**src/design/fsk_dev_map.vh**
```
// Purpose: register map and field layout of the fsk deviation control block
// Assumes: 7-bit register address, 16-bit data words on the serial port
// Notes: included by both design files
`ifndef FSK_DEV_MAP_VH
`define FSK_DEV_MAP_VH

`define ADDR_W 7
`define DATA_W 16
`define NUM_W 32
`define HDR_BITS 4'h7
`define WORD_BITS 4'hf

`define ADDR_APPLIED_STEP 7'h6e
`define ADDR_SERIAL_CTRL 7'h6f
`define ADDR_DIRECT_STEP 7'h71
`define ADDR_MOD_CTRL 7'h72
`define ADDR_INDEX_SELECT 7'h73
`define ADDR_LEVEL_FIRST 7'h74
`define ADDR_LEVEL_LAST 7'h7b

`define MOD_ENABLE_BIT 0
`define MOD_SOURCE_LSB 1
`define MOD_LEVELS_LSB 3
`define MOD_SHIFT_LSB 5
`define ADDR_HOLD_BIT 0

`define SOURCE_INDEXED 2'h2
`define SOURCE_DIRECT 2'h3

`define RESET_WORD 16'h0000
`define RESET_MOD_CTRL 16'h0000

`endif

```
**src/design/fsk_deviation_control.v**
```verilog
// Purpose: fsk deviation control, offsets the fractional numerator per step
// Assumes: nominal numerator comes from logic on core_clk; serial pins are async
// Notes: one numerator increment is one minimum frequency step
// Functional notes
// [RULE1] one step moves numerator by exactly one; code moves it by 2^deviation_shift
// [RULE2] host computes positive step counts by rounding
// [RULE3] host wraps negative steps as 2^16 minus count
// [RULE4] eight stored steps at consecutive addresses
// [RULE5] index select picks the stored step
// [RULE6] indexed mode: source 2 and enable set
// [RULE7] indexed mode limited to eight levels
// [RULE8] direct mode: source 3 applies written step
// [RULE9] address hold freezes address within a burst
// [RULE10] host oversamples waveform for shaped modulation
// [RULE11] step added as signed offset when enabled
// [RULE12] enable cleared returns nominal numerator
`default_nettype none
`include "fsk_dev_map.vh"

module fsk_deviation_control #(
  parameter LEVELS = 8
) (
  input wire core_clk,
  input wire reset,
  input wire serial_clk,
  input wire serial_data_in,
  input wire select_n,
  input wire [`NUM_W-1:0] nominal_numerator,
  output reg [`NUM_W-1:0] fraction_numerator,
  output reg serial_data_out,
  output reg serial_data_out_en_n
);

  reg [`DATA_W-1:0] stored_level [0:LEVELS-1];
  reg [`DATA_W-1:0] direct_step_field;
  reg [`DATA_W-1:0] mod_ctrl;
  reg [2:0] deviation_index_select;
  reg address_hold;
  reg [`DATA_W-1:0] applied_step;
  reg [`DATA_W-1:0] read_word;
  reg [`DATA_W-1:0] next_step;
  reg sel_meta;
  reg sel_seen;
  wire [`ADDR_W-1:0] reg_addr;
  wire [`DATA_W-1:0] write_word;
  wire write_strobe;
  wire port_sdo;
  wire modulation_enable;
  wire [1:0] modulation_source_select;
  wire [1:0] level_count_select;
  wire [2:0] deviation_shift;
  wire [2:0] level_index;
  integer i;

  assign modulation_enable = mod_ctrl[`MOD_ENABLE_BIT];
  assign modulation_source_select = mod_ctrl[`MOD_SOURCE_LSB+1:`MOD_SOURCE_LSB];
  assign level_count_select = mod_ctrl[`MOD_LEVELS_LSB+1:`MOD_LEVELS_LSB];
  assign deviation_shift = mod_ctrl[`MOD_SHIFT_LSB+2:`MOD_SHIFT_LSB];
  assign level_index = deviation_index_select & level_mask(level_count_select);

  // count select 0..3 gives 2, 4 (at 2 also 4), 8 levels; never more than eight
  function [2:0] level_mask;
    input [1:0] count_sel;
    begin
      case (count_sel)
        2'h0: level_mask = 3'h1;
        2'h1: level_mask = 3'h3;
        2'h2: level_mask = 3'h3; // [RULE7]
        default: level_mask = 3'h7; // [RULE7]
      endcase
    end
  endfunction

  function is_level_addr;
    input [`ADDR_W-1:0] addr;
    begin
      is_level_addr = (addr >= `ADDR_LEVEL_FIRST) && (addr <= `ADDR_LEVEL_LAST);
    end
  endfunction

  // level block starts off an 8-word boundary, so subtract before slicing
  function [2:0] level_slot;
    input [`ADDR_W-1:0] addr;
    reg [`ADDR_W-1:0] diff;
    begin
      diff = addr - `ADDR_LEVEL_FIRST;
      level_slot = diff[2:0];
    end
  endfunction

  // sign-extend first so a wrapped negative step stays negative after the shift
  function [`NUM_W-1:0] scaled_offset;
    input [`DATA_W-1:0] step;
    input [2:0] shift;
    reg [`NUM_W-1:0] wide;
    begin
      wide = {{(`NUM_W-`DATA_W){step[`DATA_W-1]}}, step};
      scaled_offset = wide << shift;
    end
  endfunction

  serial_reg_port port (
    .core_clk(core_clk),
    .reset(reset),
    .serial_clk(serial_clk),
    .serial_data_in(serial_data_in),
    .select_n(select_n),
    .address_hold(address_hold),
    .read_word(read_word),
    .reg_addr(reg_addr),
    .write_word(write_word),
    .write_strobe(write_strobe),
    .serial_data_out(port_sdo)
  );

  always @(posedge core_clk or posedge reset) begin
    if (reset) begin
      for (i = 0; i < LEVELS; i = i + 1) begin
        stored_level[i] <= `RESET_WORD;
      end
      direct_step_field <= `RESET_WORD;
      mod_ctrl <= `RESET_MOD_CTRL;
      deviation_index_select <= 3'h0;
      address_hold <= 1'b0;
    end else if (write_strobe) begin
      if (is_level_addr(reg_addr)) begin
        stored_level[level_slot(reg_addr)] <= write_word; // [RULE4]
      end
      case (reg_addr)
        `ADDR_DIRECT_STEP: direct_step_field <= write_word; // [RULE8]
        `ADDR_MOD_CTRL: mod_ctrl <= write_word;
        `ADDR_INDEX_SELECT: deviation_index_select <= write_word[2:0]; // [RULE5]
        `ADDR_SERIAL_CTRL: address_hold <= write_word[`ADDR_HOLD_BIT];
        default: ;
      endcase
    end
  end

  always @* begin
    next_step = `RESET_WORD;
    if (modulation_enable) begin
      case (modulation_source_select)
        `SOURCE_INDEXED: next_step = stored_level[level_index]; // [RULE5]
        `SOURCE_DIRECT: next_step = direct_step_field; // [RULE8]
        default: next_step = `RESET_WORD;
      endcase
    end
  end

  always @* begin
    read_word = `RESET_WORD;
    if (is_level_addr(reg_addr)) begin
      read_word = stored_level[level_slot(reg_addr)];
    end else begin
      case (reg_addr)
        `ADDR_DIRECT_STEP: read_word = direct_step_field;
        `ADDR_MOD_CTRL: read_word = mod_ctrl;
        `ADDR_INDEX_SELECT: read_word = {13'h0000, deviation_index_select};
        `ADDR_SERIAL_CTRL: read_word = {15'h0000, address_hold};
        `ADDR_APPLIED_STEP: read_word = applied_step;
        default: read_word = `RESET_WORD;
      endcase
    end
  end

  // select is a pin: two flops before the output enable may follow it
  always @(posedge core_clk or posedge reset) begin
    if (reset) begin
      sel_meta <= 1'b1;
      sel_seen <= 1'b1;
    end else begin
      sel_meta <= select_n;
      sel_seen <= sel_meta;
    end
  end

  // step is sign-extended, then scaled by the deviation shift
  always @(posedge core_clk or posedge reset) begin
    if (reset) begin
      applied_step <= `RESET_WORD;
      fraction_numerator <= {`NUM_W{1'b0}};
      serial_data_out <= 1'b0;
      serial_data_out_en_n <= 1'b1;
    end else begin
      applied_step <= next_step;
      if (modulation_enable) begin
        fraction_numerator <= nominal_numerator +
          scaled_offset(applied_step, deviation_shift); // [RULE11] [RULE1]
      end else begin
        fraction_numerator <= nominal_numerator; // [RULE12]
      end
      serial_data_out <= port_sdo;
      serial_data_out_en_n <= sel_seen;
    end
  end

endmodule // fsk_deviation_control
`default_nettype wire

```
**src/design/serial_reg_port.v**
```verilog
// Purpose: serial register port, oversampled by the core clock
// Assumes: frame = read flag, 7 address bits, then 16-bit data words, msb first
// Notes: input sampled on serial clock rise, read data shifted out on fall
`default_nettype none
`include "fsk_dev_map.vh"

module serial_reg_port (
  input wire core_clk,
  input wire reset,
  input wire serial_clk,
  input wire serial_data_in,
  input wire select_n,
  input wire address_hold,
  input wire [`DATA_W-1:0] read_word,
  output reg [`ADDR_W-1:0] reg_addr,
  output reg [`DATA_W-1:0] write_word,
  output reg write_strobe,
  output reg serial_data_out
);

  reg [2:0] clk_sync;
  reg [1:0] data_sync;
  reg [1:0] sel_sync;
  reg [3:0] bit_count;
  reg header_done;
  reg read_frame;
  reg load_read;
  reg [`DATA_W-1:0] shift_in;
  reg [`DATA_W-1:0] shift_out;
  wire clk_rise;
  wire clk_fall;
  wire active;
  wire [`DATA_W-1:0] next_word;

  // only stage 1 and 2 of the sync chain feed any logic
  assign clk_rise = clk_sync[1] & ~clk_sync[2];
  assign clk_fall = ~clk_sync[1] & clk_sync[2];
  assign active = ~sel_sync[1];
  assign next_word = {shift_in[`DATA_W-2:0], data_sync[1]};

  always @(posedge core_clk or posedge reset) begin
    if (reset) begin
      clk_sync <= 3'h0;
      data_sync <= 2'h0;
      sel_sync <= 2'h3;
    end else begin
      clk_sync <= {clk_sync[1:0], serial_clk};
      data_sync <= {data_sync[0], serial_data_in};
      sel_sync <= {sel_sync[0], select_n};
    end
  end

  always @(posedge core_clk or posedge reset) begin
    if (reset) begin
      bit_count <= 4'h0;
      header_done <= 1'b0;
      read_frame <= 1'b0;
      load_read <= 1'b0;
      shift_in <= `RESET_WORD;
      reg_addr <= {`ADDR_W{1'b0}};
      write_word <= `RESET_WORD;
      write_strobe <= 1'b0;
    end else begin
      write_strobe <= 1'b0;
      load_read <= 1'b0;
      if (!active) begin
        bit_count <= 4'h0;
        header_done <= 1'b0;
        read_frame <= 1'b0;
      end else if (clk_rise) begin
        shift_in <= next_word;
        bit_count <= bit_count + 4'h1;
        if (!header_done && bit_count == `HDR_BITS) begin
          read_frame <= shift_in[`ADDR_W-1];
          reg_addr <= next_word[`ADDR_W-1:0];
          header_done <= 1'b1;
          bit_count <= 4'h0;
          load_read <= 1'b1;
        end else if (header_done && bit_count == `WORD_BITS) begin
          write_word <= next_word;
          write_strobe <= ~read_frame;
          load_read <= 1'b1;
        end
      end else if (header_done && write_strobe) begin
        // frozen address keeps a burst on one register
        if (!address_hold) begin // [RULE9]
          reg_addr <= reg_addr + {{(`ADDR_W-1){1'b0}}, 1'b1};
        end
      end else if (header_done && read_frame && bit_count == 4'h0 && load_read) begin
        if (!address_hold) begin
          reg_addr <= reg_addr;
        end
      end
    end
  end

  // read data loads after each address settles, shifts out on falling edges
  always @(posedge core_clk or posedge reset) begin
    if (reset) begin
      shift_out <= `RESET_WORD;
      serial_data_out <= 1'b0;
    end else if (!active) begin
      serial_data_out <= 1'b0;
    end else if (load_read) begin
      shift_out <= read_word;
    end else if (clk_fall && read_frame) begin
      serial_data_out <= shift_out[`DATA_W-1];
      shift_out <= {shift_out[`DATA_W-2:0], 1'b0};
    end
  end

endmodule // serial_reg_port
`default_nettype wire

```
**config.mk**
```make
export PLATFORM = sky130hd
export DESIGN_NAME = fsk_deviation_control
export DESIGN_NICKNAME = d
export VERILOG_FILES = /design/src/design/fsk_deviation_control.v /design/src/design/serial_reg_port.v
export VERILOG_INCLUDE_DIRS = /design/src /design/src/design
export SDC_FILE = /design/constraint.sdc
export NUM_CORES = 1
export LEC_CHECK = 0
export BUFFER_PORTS_ARGS = -buffer_cell sky130_fd_sc_hd__buf_2
export CAP_MARGIN = 30
export CORE_ASPECT_RATIO = 1.2
export CORE_MARGIN = 1
export CORE_UTILIZATION = 50
export DETAILED_ROUTE_END_ITERATION = 8
export PLACE_DENSITY = 0.67
export RECOVER_POWER = 25
export SKIP_LAST_GASP = 1
export SLEW_MARGIN = 20
export SYNTH_ARGS = -nofsm -noshare
export SYNTH_HDL_FRONTEND = slang
export SYNTH_SLANG_ARGS = --single-unit
export TNS_END_PERCENT = 30
```
**constraint.sdc**
```tcl
create_clock -name core_clk -period 17.7 [get_ports core_clk]
set_input_delay 2.655 -clock core_clk [delete_from_list [all_inputs] [get_ports core_clk]]
set_output_delay 2.655 -clock core_clk [all_outputs]
set_load 0.02 [all_outputs]
```
# Yosys cells after proc, flatten, opt, wreduce, memory -nomap -nowiden
# Index checks and enable logic that the tools add are counted.
# Widths: inputs -> output; s select.
totals:
  reg_bits: 286
  in_bits: 37
  output_inout_bits: 34
  word_cells: 131
classes:
  n_addsub: 4
  magnitude_cmp: 5
  n_eq_ne: 14
  n_shift: 1
  muxes: 41
  bitwise_logic: 10
  reduce_logical: 25
ops:
  columns: ["op", "count"]
  rows:
  - ["$mux 16", 9]
  - ["$bwmux 128", 1]
  - ["$bmux 16 s3", 2]
  - ["$pmux 16 s5", 1]
  - ["$demux 16 s3", 1]
  - ["$eq 7x7->1 const B", 5]
  - ["$add 32x32->32", 1]
  - ["$mux 32", 1]
  - ["$pmux 16 s2", 1]
  - ["$shl 32x3->32", 1]
  - ["$mux 7", 4]
  - ["$reduce_and 2->1", 9]
  - ["$mux 1", 17]
  - ["$mux 4", 3]
  - ["$reduce_bool 2->1", 5]
  - ["$ge 4x4->1 const B", 2]
  - ["$not 3->4", 2]
  - ["$reduce_and 4->1", 2]
  - ["$add 7x1->7 const B", 1]
  - ["$ge 7x7->1 const B", 1]
  - ["$le 7x7->1 const B", 1]
  - ["$eq 2x2->1 const B", 3]
  - ["$logic_and 1x1->1", 6]
  - ["$pmux 3 s2", 1]
  - ["14 further kinds", 20]

# Logic depth before layout (Yosys ltp)
# Gate-level depths: netlist (run 1).
logic_depth:
  depth_word: 10
  mapped_depth: 16
  ltp_nobuf: 14

# Hierarchy
# Synthesis (run 1) repeated with hierarchy kept, for this count alone.
unflattened:
  hier_cells: 1455
  area_unflattened_um2: 15914.0
modules_own_cells:
  columns: ["module", "instances", "cells_each", "area_per_inst_um2", "seq_area_each_um2"]
  rows:
  - ["fsk_deviation_control", 1, 1232, 12813.5, 5408.9]
  - ["serial_reg_port", 1, 223, 3100.5, 1754.2]

# Least setup slack after synthesis (run 1)
# Ideal clock, no wire load.
synth_path:
  path_type: "input-to-reg"
  from: "input port nominal_numerator[0]"
  to: "register fraction_numerator[30]"
  setup_time_ps: 125
  arrival_time_ps: 4742
  required_time_ps: 17575
  slack_ps: 12833
  cell_stages: 10
  path_buffers: 0
  cell_sequence: "ha_1 > fa_1 > a21oi_1 > o221ai_2 > and2b_2 > o211ai_1 > a41o_1 > o31ai_1 > xor2_1 > mux2_2"
synth_between:
  elab_chain_cells: 2
synth_rtl:
  columns: ["element", "line", "source"]
  rows:
  - ["start, declared", "fsk_deviation_control.v:28", "input wire [`NUM_W-1:0] nominal_numerator,"]
  - ["$add 32x32->32", "fsk_deviation_control.v:187", "fraction_numerator <= nominal_numerator +"]
  - ["$mux 32", "fsk_deviation_control.v:186", "if (modulation_enable) begin"]
  - ["end signal, assigned", "fsk_deviation_control.v:181", "fraction_numerator <= {`NUM_W{1'b0}};"]
  - ["end signal, assigned", "fsk_deviation_control.v:187", null]
  - ["end signal, assigned", "fsk_deviation_control.v:190", "fraction_numerator <= nominal_numerator;"]
  - ["end, declared", "fsk_deviation_control.v:29", "output reg [`NUM_W-1:0] fraction_numerator,"]
# No other way between the ends.
# A chain may end at the register's enable or synchronous reset.

# Worst setup path in the final report (run 1)
layout_path:
  from: "register port.reg_addr[2]"
  to: "register stored_level[42] (netlist bit)"
layout_between:
  elab_chain_cells: 7
  elab_cells_between_ends: 12
  classes_between: "add/sub (1); order compare (4); mux (3); bitwise (1); reduce/logical (3)"
layout_rtl:
  columns: ["element", "line", "source"]
  rows:
  - ["start, declared", "serial_reg_port.v:15", "output reg [`ADDR_W-1:0] reg_addr,"]
  - ["start signal, assigned", "serial_reg_port.v:60", "reg_addr <= {`ADDR_W{1'b0}};"]
  - ["start signal, assigned", "serial_reg_port.v:75", "reg_addr <= next_word[`ADDR_W-1:0];"]
  - ["start signal, assigned", "serial_reg_port.v:87", "reg_addr <= reg_addr + {{(`ADDR_W-1){1'b0}}, 1'b1};"]
  - ["$sub 3x3->3 (no source line)", null, null]
  - ["$not 3->4 (implied by the code)", "fsk_deviation_control.v:127", "stored_level[level_slot(reg_addr)] <= write_word;"]
  - ["$ge 4x4->1 (implied by the code) or $lt 4x1->1 (tied branches)", "fsk_deviation_control.v:127", null]
  - ["$logic_and 1x1->1 (implied by the code)", "fsk_deviation_control.v:127", null]
  - ["$mux 16 (implied by the code)", "fsk_deviation_control.v:127", null]
  - ["$demux 16 s3", "fsk_deviation_control.v:127", null]
  - ["$bwmux 128", "fsk_deviation_control.v:127", null]
  - ["end signal, assigned by index", "fsk_deviation_control.v:119", "stored_level[i] <= `RESET_WORD;"]
  - ["end signal, assigned by index", "fsk_deviation_control.v:127", null]
  - ["end, declared", "fsk_deviation_control.v:34", "reg [`DATA_W-1:0] stored_level [0:LEVELS-1];"]
# Parallel ways exist; a longest one is shown, timed or not.

==> results of run 1 <==
sequential cells by signal, summed over array words and instances (netlist names):
register                flops
stored_level              128
applied_step               16
port.load_read              1
port.header_done            1
serial_data_out_en_n        1
port.data_sync              2
port.serial_data_out        1
port.bit_count              4
mod_ctrl                   16
fraction_numerator         32
direct_step_field          16
serial_data_out             1
port.read_frame             1
deviation_index_select      3
port.shift_in              15
port.write_strobe           1
port.write_word            16
port.sel_sync               1
port.reg_addr               7
sel_seen                    1
address_hold                1
port.clk_sync               3
port.shift_out             16
routing by layer:
layer / global-route usage, % / vias up / wire length, um
li1: - / 5440 / -
met1: 32.08 / 5954 / 16270
met2: 45.04 / 353 / 20660
met3: 3.615 / 94 / 1921
met4: 9.362 / 0 / 1331
met5: 0 / - / 0
cell usage in the layout (no fill, tap or decap), types with 6 or more instances in the layout:
cell type,instances
and3_1,22
a31oi_1,20
a21o_1,12
inv_1,14
nor3_1,10
buf_2,69
o211ai_1,11
nand2b_1,10
dfrtp_1,279
clkbuf_1,7
buf_4,20
a22oi_1,20
a311oi_1,17
clkbuf_16,31
o21ai_0,69
mux2i_1,31
mux2_2,230
o2111ai_1,16
ha_1,36
nand3_1,57
nand4_1,19
nor2_1,79
a21oi_1,75
xor2_1,14
clkbuf_8,11
xnor2_1,16
mux4_2,24
nand2_1,215
o22ai_1,6
kinds of logic (layout without fill, tap and decap cells):
kind of cell	after synthesis	in the layout
compound gates	292	292
mux	285	285
buf+inv	132	171
xor+xnor	30	30
flops	284	284
simple gates	431	431
fa+ha+maj	37	37
worst max path at each step:
stage	from	end	slack (ns)
finish	port.reg_addr[2]$_DFFE_PP0P_	stored_level[42]$_DFFE_PP0P_	11.87
detailed placement	nominal_numerator[0]	fraction_numerator[30]$_DFF_PP0_	12.43
CTS	nominal_numerator[0]	fraction_numerator[22]$_DFF_PP0_	12.98
global placement	nominal_numerator[0]	fraction_numerator[30]$_DFF_PP0_	12.42
floorplan	reset	address_hold$_DFFE_PP0P_	7.21
global route	reset	stored_level[122]$_DFFE_PP0P_	11.36
worst max-delay path: stages (launching register included):
cell      delay (ns)
dfrtp_2         0.34
clkbuf_1        2.16
inv_1           0.97
o21ai_0         0.38
nand2_1         0.08
buf_4           0.24
nor4_4          0.81
buf_4           0.35
mux2_2          0.36
stage by stage:
| stage | std cells | hold slack [ns] | instance area [sq um] | setup WS (ns) |
|---|---|---|---|---|
| final | 1926 | 0.3515 | 17360 | 11.87 |
| after global routing | 1926 | 0.3632 | 17360 | 11.36 |
| after floorplan | 1491 | 0.3312 | 15690 | 7.214 |
| after CTS | 1924 | 0.3544 | 17370 | 12.98 |
| after global placement | 1865 | 0.3338 | 16250 | 12.42 |
| after detailed placement | 1868 | 0.3451 | 16280 | 12.43 |
power groups by stage:
stage | combinational [mW] | clock, mW | sequential, mW
6_report | 0.0588 | 0.679 | 0.678
4_1_cts | 0.0596 | 0.693 | 0.677
5_1_grt | 0.0667 | 0.719 | 0.679
2_1_floorplan | 0.0371 | 0 | 0.687
3_3_place_gp | 0.0578 | 0 | 0.689
3_5_place_dp | 0.0594 | 0 | 0.689
area by class of cell:
cell class | instances | share of cell area [%]
clock buffers | 43 | 5.361
clock inverters | 13 | 0.9152
inverters | 17 | 0.3747
multi-input cells | 1075 | 46.21
flip-flops and latches | 284 | 40.97
well taps | 396 | 2.854
repair buffers | 98 | 3.322
==> results.toml, run 1 <==
[synthesis]
synth_fa_ha_area_share_pct = 2.999
yosys_warnings = 0
synth_top_area_cell = "dfrtp_1"
synth.area.top_cells = "dfrtp_1 45%, mux2_2 17%, nand2_1 5.1%"
synth_top_family_by_area = "multiplexers"
synthXorXnorAreaFrac_pct = 1.675
synth_seq_cells = 284
netlist_area_sq_um = 15690
ys_seq_area_share_pct = 45.33
synth.avg_cell_area_sq_um = 10.52
muxShareOfSynthArea_pct = 21.94
synthFlopType = "dfrtp_1"
synth_compound_gate_area_share_pct = 12.14
synth_most_common_cell = "dfrtp_1"
synth_top_area_share_pct = 44.83
synth_nets = 1565
synth-edff-count = 0
ys_async_sr_fraction_pct = 100.0
yosys-top-cells-count = "281 x dfrtp_1, 230 x mux2_2, 215 x nand2_1"
synth_cells = 1491
yosysUniqueCellTypes = 71
synth-simple-area-share_pct = 12.19

[clock_tree]
postCtsSetupRepairBufs = 0
postCtsResizedCells = 0
path_clk_slew_ns = 0.07
cts_tree = "yes"
clockRootBuffer = "clkbuf_16"
clockBufferDepth = 3
clock_latency_ns = 0.57
h-tree-depth = 1
cts_sinks = 284
cts_made_buffers = 30
holdBufCountCts = 0

[route]
num_vias = 11840
drtAntennaViolNets = 0
first_iter_violations = 880
drt-vias-per-instance = 6.148
drt-pass1-iter-count = 5
wire_per_inst_um = 20.87
routed_wl_um = 40190
drc = 0

[placement]
gp_congestion = 0.8560
port-buffer-count = 70
place_hpwl_um = 25530

[worst_hold_path]
hold-path-endpoint = "port.clk_sync[1]$_DFF_PP0_"
hp-start = "port.clk_sync[0]$_DFF_PP0_"
whs_path_depth = 0
hold_class = "reg -> reg"

[sta]
slew_headroom_pct = -204.3
setup_violations = 0
rsz0062_at_grt = "false"
report.final.slew_viol_count = 184
hold_viol = 0
layout_min_cycle_time_ns = 5.834
period_share_pct = 32.96
finClkSkew_ns = 0.01562
max_freq_ghz = 0.1714
worst_slew_pin_slew_ns = 4.539
finalSetupTns_ns = 0

[power]
switching_power_mw = 0.3210
p_int_mw = 1.095
leakage_nw = 7.792
power_density_nw_per_um2 = 81.54
finalPower_mw = 1.416
clock_power_share_pct = 48.0
switching_share_pct = 22.67
seqPwrFrac_pct = 47.9
pwr-share-comb_pct = 4.2
vdd_drop_max_mv = 0.06980

[final_layout]
fin_nets = 1580
ff_latch_area_sq_um = 7113
fill_cells = 2645
syn_to_final_growth_pct = 10.69
antenna_cells = 0
final_core_util_pct = 56.64
final_layout_size_suffix_gt1_share_pct = 27.84
multi_input_area_sq_um = 8023

[global_route]
first_global_vias = 11750
grt_max_degree = 185
grt_overflow = 0
antenna_found_initial = 0
gr-usage-all-layers_pct = 25.72
grt_pass1_wl_um = 64560

[die]
die_w_um = 163.7
ios = 71
rows = 70
die_area_sq_um = 32090
die_y_um = 196.0
core_area_sq_um = 30650
start_util_pct = 51.17

[worst_setup_path]
timing.rr.start = "port.reg_addr[2]$_DFFE_PP0P_"
end_kind = "flip-flop"
path_class = "reg -> reg"
crit_required_ns = 18.15
rr_worst_depth = 8
worstPathMaxFanout = 48
critPathArrivalTime_ns = 6.28
reg2reg_slack_ns = 11.87
cp-start-kind = "flip-flop"
regToRegEndpoint = "stored_level[42]$_DFFE_PP0P_"

[run_status]
status = "complete, but fails checks"
violations = "max-capacitance violations, max-slew violations"

[flow_run]
maxCapViolations = 3
Power figures use the tool's default switching activity.
==> run 2: changes to the inputs <==
Settings changed: PLACE_DENSITY 0.67 to 0.7.
Clock period 17.7 ns to 5 ns, I/O delays scaled along.
==> run 2 against run 1 <==
The run still ends with max-capacitance violations, max-slew violations left; final cell count increased by 0.16%; power increased to 3.5 times the previous value; first-iteration DRC count increased by 13%; fmax increased by 45%; critical path depth increased by 5; utilization about the same; die area unchanged; final area about the same; sequential power increased to 3.5 times the previous value; largest cell class unchanged.
==> results.toml, run 2 (synthesized netlist as in run 1, its figures left out) <==
[final_layout]
postLayoutCellArea_sq_um = 17380
antenna_cells = 0
layout_common_cells = "279 x dfrtp_1, 230 x mux2_2, 215 x nand2_1"
final_layout_size_suffix_gt1_share_pct = 28.18
mostFrequentLayoutCell = "dfrtp_1"
fin_nets = 1583
final_core_util_pct = 56.69
regMostFlops = "stored_level"
largest_reg_flops = 128
syn_to_final_growth_pct = 10.78
reg.largest.list = "stored_level: 128 flops, fraction_numerator: 32 flops"

[route]
first_iter_violations = 996
num_vias = 11880
drc = 0
drt-pass1-iter-count = 5
drtAntennaViolNets = 0
wire_per_inst_um = 20.58
routed_wl_um = 39700
drt-vias-per-instance = 6.157

[die]
core_area_sq_um = 30650
rows = 70
die_y_um = 196.0
die_w_um = 163.7
start_util_pct = 51.17
die_area_sq_um = 32090
ios = 71

[worst_setup_path]
cp-start-kind = "flip-flop"
worstPathMaxFanout = 21
path_class = "reg -> reg"
critPathArrivalTime_ns = 4.48
timing.rr.start = "mod_ctrl[5]$_DFFE_PP0P_"
crit_required_ns = 5.46
reg2reg_slack_ns = 0.97
rr_worst_depth = 13
end_kind = "flip-flop"
regToRegEndpoint = "fraction_numerator[28]$_DFF_PP0_"

[power]
finalPower_mw = 4.981
leakage_nw = 7.795
power_density_nw_per_um2 = 286.6
vdd_drop_max_mv = 0.2411

[clock_tree]
postCtsSetupRepairBufs = 0
path_clk_slew_ns = 0.07
cts_sinks = 284
clockRootBuffer = "clkbuf_16"
holdBufCountCts = 0
cts_tree = "yes"
clockBufferDepth = 3
clock_latency_ns = 0.57
postCtsResizedCells = 0
h-tree-depth = 1
cts_made_buffers = 30

[sta]
slew_headroom_pct = -100.2
hold_ws_ns = 0.1884
finClkSkew_ns = 0.01257
worst_slew_pin_slew_ns = 3.003
report.final.slew_viol_count = 144
hold_viol = 0
layout_min_cycle_time_ns = 4.026
rsz0062_at_grt = "false"
finalSetupTns_ns = 0
period_share_pct = 80.52
setup_violations = 0
max_freq_ghz = 0.2484

[global_route]
grt_pass1_wl_um = 62930
gr-usage-all-layers_pct = 25.15
first_global_vias = 11730
antenna_found_initial = 0
grt_max_degree = 191
grt_overflow = 0

[worst_hold_path]
hold_class = "in -> async"

[flow_run]
maxCapViolations = 3

[placement]
port-buffer-count = 70
place_hpwl_um = 25770
place_area_sq_um = 16310
gp_congestion = 0.8858

[run_status]
status = "complete, but fails checks"
violations = "max-capacitance violations, max-slew violations"
-- run 2: cell count changes in the layout (fill, tap and decap cells not counted), sizes merged --
cell      delta
bufinv       +1
clkinvlp     +2
inv          -1
clkbuf       -6
clkinv       +2
buf          +5
-- run 2: routing by layer --
metal	share of wire [%]	wire length (um)	global-route usage (%)
met5	0	0	0
met3	5.5	2194	4.271
met1	40	16020	30.29
met2	50	19830	43.88
met4	4.2	1654	10.94
-- run 2: final cells by class --
class / count / area, sq um
fill: 2597 / 13280
multi-input combinational: 1075 / 8030
sequential: 284 / 7113
clock buffer: 39 / 865.8
timing repair buffer: 101 / 608.1
tap: 396 / 495.5
clock inverter: 17 / 198.9
inverter: 17 / 65.06
-- run 2: worst max path at each step --
stage / depth (start not counted) / slack [ns] / startpoint / end
2_1_floorplan: 1 / 0.49 / reset / address_hold$_DFFE_PP0P_
3_3_place_gp: 13 / 1.08 / mod_ctrl[5]$_DFFE_PP0P_ / fraction_numerator[28]$_DFF_PP0_
3_5_place_dp: 13 / 1.01 / mod_ctrl[5]$_DFFE_PP0P_ / fraction_numerator[28]$_DFF_PP0_
4_1_cts: 13 / 0.99 / mod_ctrl[5]$_DFFE_PP0P_ / fraction_numerator[28]$_DFF_PP0_
5_1_grt: 13 / 0.68 / mod_ctrl[5]$_DFFE_PP0P_ / fraction_numerator[28]$_DFF_PP0_
6_report: 13 / 0.97 / mod_ctrl[5]$_DFFE_PP0P_ / fraction_numerator[28]$_DFF_PP0_
-- run 2: stage by stage --
step	std cells	setup WS, ns
6_report	1929	0.9739
5_1_grt	1929	0.6751
4_1_cts	1928	0.9856
3_5_place_dp	1872	1.013
3_3_place_gp	1869	1.076
2_1_floorplan	1491	0.4892
-- run 2: worst max-delay path, stage by stage, from the launching register on --
cell	delay, ns
dfrtp_1	0.82
mux2_2	0.45
or2_2	0.29
o211ai_1	0.10
o31ai_1	0.10
ha_1	0.41
nand4_1	0.14
o22ai_1	0.21
a211oi_2	0.10
or3_1	0.38
o211a_1	0.18
o41ai_2	0.32
xor2_1	0.12
mux2_2	0.28
-- run 2: where the power goes --
group | internal (mW) | switching, mW | total, mW
clock | 1.42 | 0.952 | 2.38
combinational | 0.0787 | 0.129 | 0.208
sequential | 2.35 | 0.0494 | 2.40
==> run 3: changes to the inputs <==
Settings changed: PLACE_DENSITY 0.7 to 0.67.
Clock period 5 ns to 3.8 ns, I/O delays scaled along.
==> run 3 against run 2 <==
The flow still finishes with violations (max-capacitance violations, max-slew violations); non-clock buffer count up 23; clock skew increased by 0.00081 ns; sequential share of layout area shrank 0.11 points; via count increased by 0.91%; final cell count up 0.88%; largest power group unchanged.
==> results.toml, run 3 (synthesized netlist as in run 1, its figures left out) <==
[final_layout]
final_core_util_pct = 56.86
antenna_cells = 0
final_layout_size_suffix_gt1_share_pct = 28.71
fin_nets = 1605
mostFrequentLayoutCell = "dfrtp_1"
layout_common_cells = "277 x dfrtp_1, 230 x mux2_2, 215 x nand2_1"
regMostFlops = "stored_level"
fill_cells = 2719
largest_reg_flops = 128
postLayoutCellArea_sq_um = 17430
multi_input_area_sq_um = 8030
syn_to_final_growth_pct = 11.12
ff_latch_area_sq_um = 7116
reg.largest.list = "stored_level: 128 flops, fraction_numerator: 32 flops"

[sta]
finalSetupTns_ns = 0
period_share_pct = 95.48
report.final.slew_viol_count = 159
hold_viol = 0
layout_min_cycle_time_ns = 3.628
timing.final.ws_setup_ns = 0.1719
worst_slew_pin_slew_ns = 2.184
finClkSkew_ns = 0.01338
max_freq_ghz = 0.2756
setup_violations = 0
rsz0062_at_grt = "true"
slew_headroom_pct = -45.62

[die]
die_w_um = 163.7
start_util_pct = 51.17
die_area_sq_um = 32090
core_area_sq_um = 30650
ios = 71
die_y_um = 196.0
rows = 70

[clock_tree]
cts_made_buffers = 29
path_clk_slew_ns = 0.07
holdBufCountCts = 0
cts_sinks = 284
clock_latency_ns = 0.56
cts_tree = "yes"
clockRootBuffer = "clkbuf_16"
h-tree-depth = 1
clockBufferDepth = 3

[global_route]
grt_pass1_wl_um = 65600
grt_overflow = 0
gr-usage-all-layers_pct = 26.31
grt_max_degree = 77
antenna_found_initial = 0
first_global_vias = 11990

[power]
vdd_drop_max_mv = 0.2965
power_density_nw_per_um2 = 358.1
leakage_nw = 7.845
finalPower_mw = 6.241

[run_status]
violations = "max-capacitance violations, max-slew violations"
status = "complete, but fails checks"

[route]
routed_wl_um = 41210
drt-vias-per-instance = 6.158
first_iter_violations = 873
drc = 0
wire_per_inst_um = 21.17
drtAntennaViolNets = 0
drt-pass1-iter-count = 5
num_vias = 11980

[worst_setup_path]
end_kind = "flip-flop"
worstPathMaxFanout = 7
cp-start-kind = "flip-flop"
crit_required_ns = 4.25
critPathArrivalTime_ns = 4.08
path_class = "reg -> reg"

[worst_hold_path]
hold_class = "in -> reg"

[placement]
post-place-ws_ns = 0.05895
place_hpwl_um = 27700
gp_congestion = 0.8763
place_area_sq_um = 16570
port-buffer-count = 70

[flow_run]
maxCapViolations = 4
-- run 3: cell types whose count changed in the layout (fill, tap and decap cells not counted), moves of 2 or more --
cell,delta
dfrtp_2,+2
buf_4,+21
clkbuf_16,-2
clkinvlp_4,-4
clkbuf_1,+6
buf_6,-2
dfrtp_1,-2
clkinv_2,-3
buf_12,+4
bufinv_16,-2
-- run 3: what timing repair did --
item                                    CTS  global route
endpoints found under the setup margin    0             6
endpoints found under the hold margin     0             0
resized for setup                         0             2
buffers inserted                          0             1
-- run 3: through the flow --
step,hold WS [ns],instances
floorplan,0.3312,1491
global route,0.09677,1946
detailed placement,0.3449,1895
global placement,0.3327,1895
finish,0.1076,1946
CTS,0.08753,1945
-- run 3: worst paths after layout --
path                                             startpoint                                    end  slack (ns)  depth (start not counted)
worst max-delay path                mod_ctrl[5]$_DFFE_PP0P_       fraction_numerator[27]$_DFF_PP0_        0.17                         12
worst min-delay path                               select_n             port.sel_sync[0]$_DFF_PP1_        0.11                          1
worst max register to register      mod_ctrl[5]$_DFFE_PP0P_       fraction_numerator[27]$_DFF_PP0_        0.17                         12
worst min register to register  port.data_sync[0]$_DFF_PP0_            port.data_sync[1]$_DFF_PP0_        0.35                          0
max in group asynchronous                             reset  deviation_index_select[0]$_DFFE_PP0P_        0.85                          3
min in group asynchronous                             reset       fraction_numerator[27]$_DFF_PP0_        0.25                          2
-- run 3: worst max-delay path: stages (launching register included) --
cell	delay, ns
dfrtp_2	0.43
buf_2	0.20
mux2_2	0.39
mux4_2	0.47
ha_1	0.45
nand4_1	0.15
nor2_1	0.17
nand4_1	0.19
a31o_2	0.28
o22ai_1	0.29
nor2_1	0.11
xnor2_1	0.14
mux2_2	0.26
-- run 3: power by group --
part | switching [mW] | internal (mW) | leakage [nW]
Clock | 1.17 | 1.64 | 0.458
Combinational | 0.173 | 0.105 | 3.53
Sequential | 0.0653 | 3.09 | 3.85
Total | 1.40 | 4.84 | 7.84
-- run 3: layout make-up --
type                            count  share of cell area, %
Multi-Input combinational cell   1075                  46.07
Sequential cell                   284                  40.82
Clock buffer                       43                  4.809
Timing Repair Buffer              124                  4.594
Tap cell                          396                  2.843
Clock inverter                      7                 0.4881
Inverter                           17                 0.3733
-- run 3: metal layers --
metal / vias to the layer above / global-route usage, % / share of wire [%]
met1: 6017 / 31.82 / 40
met3: 97 / 4.059 / 5.5
met2: 382 / 45.95 / 50
li1: 5488 / - / -
met4: 0 / 11.69 / 4.1
met5: - / 0 / 0
